## config.mk

```make
export PLATFORM = sky130hd
export DESIGN_NAME = adc_output_and_calibration
export DESIGN_NICKNAME = d
export VERILOG_FILES = /design/src/shared/adc_out_pkg.sv /design/src/core/adc_output_and_calibration.sv /design/src/core/adc_delay_line.sv
export SDC_FILE = /design/constraint.sdc
export NUM_CORES = 1
export LEC_CHECK = 0
export ABC_AREA = 1
export BUFFER_PORTS_ARGS = -buffer_cell sky130_fd_sc_hd__buf_2
export CORE_MARGIN = 4
export CORE_UTILIZATION = 40
export DETAILED_ROUTE_END_ITERATION = 6
export PLACE_DENSITY = 0.55
export SETUP_SLACK_MARGIN = 0.5
export SYNTH_ARGS = -nofsm -noshare
export SYNTH_HDL_FRONTEND = slang
export SYNTH_SLANG_ARGS = --single-unit
```

## constraint.sdc

```tcl
create_clock -name mclk -period 3.3 [get_ports mclk]
set_clock_uncertainty 0.15 [all_clocks]
set_input_delay 0.33 -clock mclk [delete_from_list [all_inputs] [get_ports mclk]]
set_output_delay 0.33 -clock mclk [all_outputs]
set_load 0.005 [all_outputs]
```

## src/shared/adc_out_pkg.sv

```systemverilog
// constants for the converter output and calibration block
// Notes on behaviour
// - after power-up calibration runs at least 10,000 clocks before settled.
// - gain and offset keep adjusting in background without interrupting output.
// - all pipelined activity advances only on rising clock edges.
// - sample code and overrange flag are registered on each rising edge.
// - output control high floats all nine data outputs, overrange included.
// - result is 8-bit straight binary, lsb on lowest output bit.
// - overrange flag is one when input exceeds full scale by one lsb.
// - while overrange flag is one all eight code bits read ones.
// - output code appears twelve clocks after its sample is taken.
// - input sampled every clock, rotating over sixteen sections of 16-cycle sequence.
package adc_out_pkg;
  localparam int CODE_W = 8;
  localparam int RAW_W = 9;
  localparam int SECTIONS = 16;
  localparam int SEQ_LEN = 16;
  localparam int LATENCY = 12;
  localparam int CAL_MIN_CYCLES = 10000;
  localparam int CAL_W = 14;
  localparam int TRIM_W = 6;
  localparam logic [RAW_W-1:0] FULL_SCALE = 9'h0ff;
  localparam logic [CODE_W-1:0] CODE_MAX = 8'hff;
  localparam logic [TRIM_W-1:0] TRIM_MID = 6'h20;
  // position in each section's 16-cycle sequence
  localparam logic [3:0] PH_REF_ZERO = 4'h0;
  localparam logic [3:0] PH_ZERO_CMP = 4'h1;
  localparam logic [3:0] PH_GAIN_CMP = 4'h2;
  localparam logic [3:0] PH_SAMPLE = 4'h3;
  localparam logic [3:0] PH_XFER = 4'hf;
endpackage

```

## src/core/adc_output_and_calibration.sv

```systemverilog
// digital side of the pipelined converter: sequencing, calibration, output latch
`timescale 1ns/1ps
`default_nettype none
module adc_output_and_calibration
  import adc_out_pkg::*;
#(
  parameter int CAL_CYCLES = CAL_MIN_CYCLES
) (
  // clock and reset
  input wire logic mclk,
  input wire logic reset_n,
  // raw comparator result: 9-bit level, bit 8 set above full scale
  input wire logic [RAW_W-1:0] raw_level,
  // calibration comparator feedback, 1 = measured high
  input wire logic zero_cmp_high,
  input wire logic gain_cmp_high,
  // output float control, from a pin
  input wire logic output_float_ctl_n,
  // data pins as output plus enable
  output logic [CODE_W-1:0] sample_code,
  output logic [CODE_W-1:0] sample_code_oe,
  output logic over_range_flag,
  output logic over_range_flag_oe,
  output logic word_valid_strobe,
  // sequencing and calibration status
  output logic [3:0] sample_section,
  output logic cal_settled,
  output logic [TRIM_W-1:0] offset_trim,
  output logic [TRIM_W-1:0] gain_trim
);
  typedef enum logic [1:0] {
    CAL_START = 2'b00,
    CAL_INITIAL = 2'b01,
    CAL_TRACK = 2'b10
  } cal_state_e;

  cal_state_e cal_state_reg;
  logic [CAL_W-1:0] cal_count_reg;
  logic [3:0] section_reg;
  logic [3:0] section_phase;
  logic [TRIM_W-1:0] offset_reg;
  logic [TRIM_W-1:0] gain_reg;
  logic [RAW_W-1:0] delayed_level;
  logic [2:0] float_sync_reg;
  logic float_state_reg;
  logic valid_reg;
  logic [CODE_W-1:0] code_reg;
  logic over_reg;

  // rotate sampling over the sections, one per clock
  always_ff @(posedge mclk or negedge reset_n) begin
    if (!reset_n) begin
      section_reg <= '0;
    end else begin
      section_reg <= section_reg + 4'h1;
    end
  end

  // section 0 is at sample phase when section_reg lands on it; others trail by index
  assign section_phase = section_reg + PH_SAMPLE;

  always_ff @(posedge mclk or negedge reset_n) begin
    if (!reset_n) begin
      sample_section <= '0;
    end else begin
      sample_section <= section_reg;
    end
  end

  // power-up calibration sequencer; clock stopping simply freezes it, which is why
  // the far end must keep the clock running
  always_ff @(posedge mclk or negedge reset_n) begin
    if (!reset_n) begin
      cal_state_reg <= CAL_START;
      cal_count_reg <= '0;
    end else begin
      case (cal_state_reg)
        CAL_START: begin
          cal_count_reg <= '0;
          cal_state_reg <= CAL_INITIAL;
        end
        CAL_INITIAL: begin
          if (cal_count_reg >= CAL_W'(CAL_CYCLES - 2)) begin
            cal_state_reg <= CAL_TRACK;
          end
          cal_count_reg <= cal_count_reg + 1'b1;
        end
        CAL_TRACK: begin
          cal_count_reg <= cal_count_reg;
        end
        default: begin
          cal_state_reg <= CAL_START;
        end
      endcase
    end
  end

  always_ff @(posedge mclk or negedge reset_n) begin
    if (!reset_n) begin
      cal_settled <= 1'b0;
    end else begin
      cal_settled <= (cal_state_reg == CAL_TRACK);
    end
  end

  // closed-loop trims: one fractional step per comparison phase, never stopping,
  // so tracking continues in the background while samples keep flowing
  always_ff @(posedge mclk or negedge reset_n) begin
    if (!reset_n) begin
      offset_reg <= TRIM_MID;
    end else if (cal_state_reg != CAL_START && section_phase == PH_ZERO_CMP) begin
      if (zero_cmp_high && offset_reg != '0) begin
        offset_reg <= offset_reg - 1'b1;
      end else if (!zero_cmp_high && offset_reg != '1) begin
        offset_reg <= offset_reg + 1'b1;
      end
    end
  end

  always_ff @(posedge mclk or negedge reset_n) begin
    if (!reset_n) begin
      gain_reg <= TRIM_MID;
    end else if (cal_state_reg != CAL_START && section_phase == PH_GAIN_CMP) begin
      if (gain_cmp_high && gain_reg != '0) begin
        gain_reg <= gain_reg - 1'b1;
      end else if (!gain_cmp_high && gain_reg != '1) begin
        gain_reg <= gain_reg + 1'b1;
      end
    end
  end

  always_ff @(posedge mclk or negedge reset_n) begin
    if (!reset_n) begin
      offset_trim <= TRIM_MID;
      gain_trim <= TRIM_MID;
    end else begin
      offset_trim <= offset_reg;
      gain_trim <= gain_reg;
    end
  end

  // pipeline: 11 stages here plus the output register give 12 clocks
  adc_delay_line #(
    .WIDTH(RAW_W),
    .DEPTH(LATENCY - 1)
  ) u_delay (
    .mclk(mclk),
    .reset_n(reset_n),
    .din(raw_level),
    .dout(delayed_level)
  );

  // output latch on every rising edge, overrange saturates the code
  always_ff @(posedge mclk or negedge reset_n) begin
    if (!reset_n) begin
      code_reg <= '0;
      over_reg <= 1'b0;
    end else if (delayed_level > FULL_SCALE) begin
      over_reg <= 1'b1;
      code_reg <= CODE_MAX;
    end else begin
      over_reg <= 1'b0;
      code_reg <= delayed_level[CODE_W-1:0];
    end
  end

  assign sample_code = code_reg;
  assign over_range_flag = over_reg;

  // float control comes from a pin: three flops, act when last two agree
  always_ff @(posedge mclk or negedge reset_n) begin
    if (!reset_n) begin
      float_sync_reg <= 3'b111;
    end else begin
      float_sync_reg <= {float_sync_reg[1:0], output_float_ctl_n};
    end
  end

  always_ff @(posedge mclk or negedge reset_n) begin
    if (!reset_n) begin
      float_state_reg <= 1'b1;
    end else if (float_sync_reg[2] == float_sync_reg[1]) begin
      float_state_reg <= float_sync_reg[1];
    end
  end

  // enables held low (floating) while the control is high
  always_ff @(posedge mclk or negedge reset_n) begin
    if (!reset_n) begin
      sample_code_oe <= '0;
      over_range_flag_oe <= 1'b0;
    end else begin
      sample_code_oe <= {CODE_W{~float_state_reg}};
      over_range_flag_oe <= ~float_state_reg;
    end
  end

  // valid strobe flips each clock, edge marks a fresh word
  always_ff @(posedge mclk or negedge reset_n) begin
    if (!reset_n) begin
      valid_reg <= 1'b0;
    end else begin
      valid_reg <= ~valid_reg;
    end
  end

  assign word_valid_strobe = valid_reg;
endmodule
`default_nettype wire

```

## src/core/adc_delay_line.sv

```systemverilog
// fixed-length register pipeline carrying a word a set number of clocks
`timescale 1ns/1ps
`default_nettype none
module adc_delay_line #(
  parameter int WIDTH = 9,
  parameter int DEPTH = 12
) (
  // clock and reset
  input wire logic mclk,
  input wire logic reset_n,
  // data
  input wire logic [WIDTH-1:0] din,
  output logic [WIDTH-1:0] dout
);
  logic [WIDTH-1:0] stage_reg [DEPTH];

  always_ff @(posedge mclk or negedge reset_n) begin
    if (!reset_n) begin
      for (int i = 0; i < DEPTH; i++) begin
        stage_reg[i] <= '0;
      end
    end else begin
      stage_reg[0] <= din;
      for (int i = 1; i < DEPTH; i++) begin
        stage_reg[i] <= stage_reg[i-1];
      end
    end
  end

  assign dout = stage_reg[DEPTH-1];
endmodule
`default_nettype wire

```

==> results.md <==
- Post-detailed-route count of antenna-violating nets: 0
- Standard-cell rows: 42
- Growth of design area from synthesis to finish: 21.06%
- Overall routed net length: 8481 um
- Final critical-path share of the clock period: 0.6844
- Number of buffers on the longest clock path: 2
- Cell taking the most area after synthesis: dfrtp_1
- Type of origin of the critical path: register
- Switch share: 0.2507
- Worst Min Path Start: u_delay.stage_reg[18]
- Transition time at the pin with the least slew margin: 0.6345 ns
- Main area contributors after synthesis: dfrtp_1, nand2_1, dfstp_2
- Clock power share: 0.415
- Crit Path Category: reg -> reg
- Clock transition at the registers of the reported paths: 0.06 ns
- Cell-internal power: 0.003722 W
- Antenna diode instance count: 0
- Layout cell share with drive strength beyond 1: 0.2101
- Worst slack after detailed placement: 1.093 ns
- Worst path required time: 3.51 ns
- Buffers added on ports: 49
- Net Count, Synth: 479
- Clock tree root buffer cell: clkbuf_16
- Cell area after synthesis: 0.005578 mm^2
- Type of the tightest min-delay check: reg -> reg
- CTS HTree Levels: 4
- Worst IR drop on VDD: 0.3479 mV
- TritonCTS buffer count: 17
- Half-perimeter wire length of the detailed placement result: 5383 um
- Final number of setup-violating endpoints: 0
- Seq pwr share: 0.470
- Setup repair after global routing missed its margin: false
- Relative slew slack: 0.5770
- Slew Limit Fails: 0
- Drt drc: 0
- Mean routed wirelength per cell: 11.96 um
- Highest achievable clock rate: 442.8 MHz
- Synth Warn #: 0
- Hold violation total from the final report: 0
- CTS Sinks: 163
- Number of flip-flops in the largest register: 90
- Number of fillers in the final layout: 1192
- Library cells used by synthesis: 29
- Share of synthesized flip-flops with an asynchronous set or reset: 1.000
- R2R Path Start: offset_reg[5]
- Final min period: 2.259 ns
- Net switching power: 0.001245 W
- Setup slack of the critical path after layout: 1.041 ns
- Net total in the final layout: 550
- Power Dens Cells: 735.5 mW/mm^2
- Largest fanout on the critical path: 6
- R2R Setup Slk: 1.04 ns
- Leak: 3.250 nW
- Std-Cell Core Area: 0.01345 mm^2
- Global-route usage over all layers: 0.1173
- Wire length of the first global-routing pass: 14750 um
- Die Ht: 126.1 um
- Largest net degree at the start of global routing: 72
- Count of flip-flops with a built-in enable after synthesis: 0
- Combinational group share of total power: 0.115
- RePlAce Congestion: 0.8298
- Proportion of netlist area held by the largest area contributor: 0.6954
- Data arrival at the endpoint of the critical path: 2.46 ns
- Total number of vias: 3129
- Hold Crit Depth: 0
- Full die area: 0.01590 mm^2
- Pre-Repair DR Iteration Count: 7
- Total gr overflow: 0
- Crit end category: register
- Post-cts gate resize count: 0
- Outcome: complete, no violations
- Via density per instance: 4.413
- Post-Synthesis Cells: 449
- Prevailing post-synth register cell: dfrtp_1
- Worst Hold Endpoint: u_delay.stage_reg[9]
- Clock insertion delay at the later pin of the skew report: 0.41 ns
- Max Cap Viol: 0
- Mean post-synth cell area: 12.42 um^2
- Antenna violations before repair: 0
- Reg-to-reg critical path endpoint: offset_reg[5]
- I/O pin count: 50
- TNS Setup: 0 ns
- Proportion of synthesized chip area in sequential cells: 0.7331
- Initial DRC count: 128
- Initial Util: 0.4146
- Vias in the first global route: 3093
- Most repeated cell in the gate-level netlist after synthesis: dfrtp_1
- Die X-Extent: 126.1 um
- Most common library cells after synthesis: dfrtp_1, nand2_1, inv_1
- Buffers inserted during post-CTS setup optimization: 0
- TritonCTS clock tree: built
- Worst r2r path cells: 15
- Post-synthesis register bit count: 163
power groups by stage:
| stage | registers [W] | clock network [W] | logic [W] |
|---|---|---|---|
| 2_1_floorplan | 0.00235 | 0 | 0.000376 |
| 3_3_place_gp | 0.00237 | 0 | 0.000542 |
| 3_5_place_dp | 0.00237 | 0 | 0.000567 |
| 4_1_cts | 0.00234 | 0.00213 | 0.000579 |
| 5_1_grt | 0.00236 | 0.00221 | 0.000660 |
| 6_report | 0.00234 | 0.00206 | 0.000571 |
routing by layer:
layer,global-route usage,part of all wire
met3,0.03726,0.052
met1,0.1497,0.45
met5,0,0
met2,0.1765,0.47
met4,0.06814,0.027
worst max-delay path: stages (launching register included):
cell and delay, ns:
dfstp_2 0.58, nor2_1 0.07, nand3_1 0.14, nand2_1 0.08, inv_1 0.16, ha_1 0.32
nand2_1 0.13, nand2_1 0.06, nand2_1 0.06, nand2_1 0.05, nor2_1 0.14, inv_1 0.06
nand2_1 0.07, nand2_1 0.05, nand2_1 0.05, nand2_1 0.04
cell type report:
cell class,instances,area [um^2],share of cell area
repair buffers,62,389.1,0.05762
multi-input cells,238,1277,0.1892
inverters,38,142.6,0.02112
clock inverters,12,167.7,0.02483
well taps,176,220.2,0.03261
clock buffers,20,466.7,0.06911
flip-flops and latches,163,4089,0.6055
cells in the final DEF, fill, tap and decap left out, types with 11 or more instances in the layout:
master,n
dfrtp_1,155
nand2_1,99
buf_2,48
inv_1,35
nor2_1,29
nand3_1,26
clkbuf_16,17
o21ai_0,14
ha_1,14
dlygate4sd3_1,11
metrics by stage:
stage,instances,power [W],util,instance area [um^2],hold slack (ns)
CTS,709,0.005048,0.5020,6753,0.1711
floorplan,449,0.002723,-,5578,-0.1156
global placement,666,0.002912,0.4466,6008,0.1812
detailed placement,666,0.002938,0.4466,6008,0.1847
global route,709,0.005231,0.5020,6753,0.2006
finish,709,0.004967,0.5020,6753,0.1928
kinds of logic after synthesis:
kind of cell             share of synthesized area
AND/OR/NAND/NOR                             0.1438
adder cells (fa/ha/maj)                    0.04038
flip-flops                                  0.7331
XOR/XNOR                                   0.01727
AO/OA/AOI/OAI                              0.02759
buffers and inverters                      0.03791
timing repair:
action / CTS / global route
setup endpoints to repair: 0 / 0
hold buffers: 11 / 0
endpoints found under the hold margin: 75 / 0
worst max-delay path by stage:
stage	from	end	cells after the start
final	offset_reg[5]	offset_reg[5]	15
after global routing	gain_reg[5]	gain_reg[5]	15
after detailed placement	offset_reg[5]	offset_reg[5]	15
after CTS	offset_reg[5]	offset_reg[5]	15
after global placement	offset_reg[5]	offset_reg[5]	15
after floorplan	offset_reg[5]	offset_reg[5]	15
Note: power is estimated with default switching activity, not from simulation.
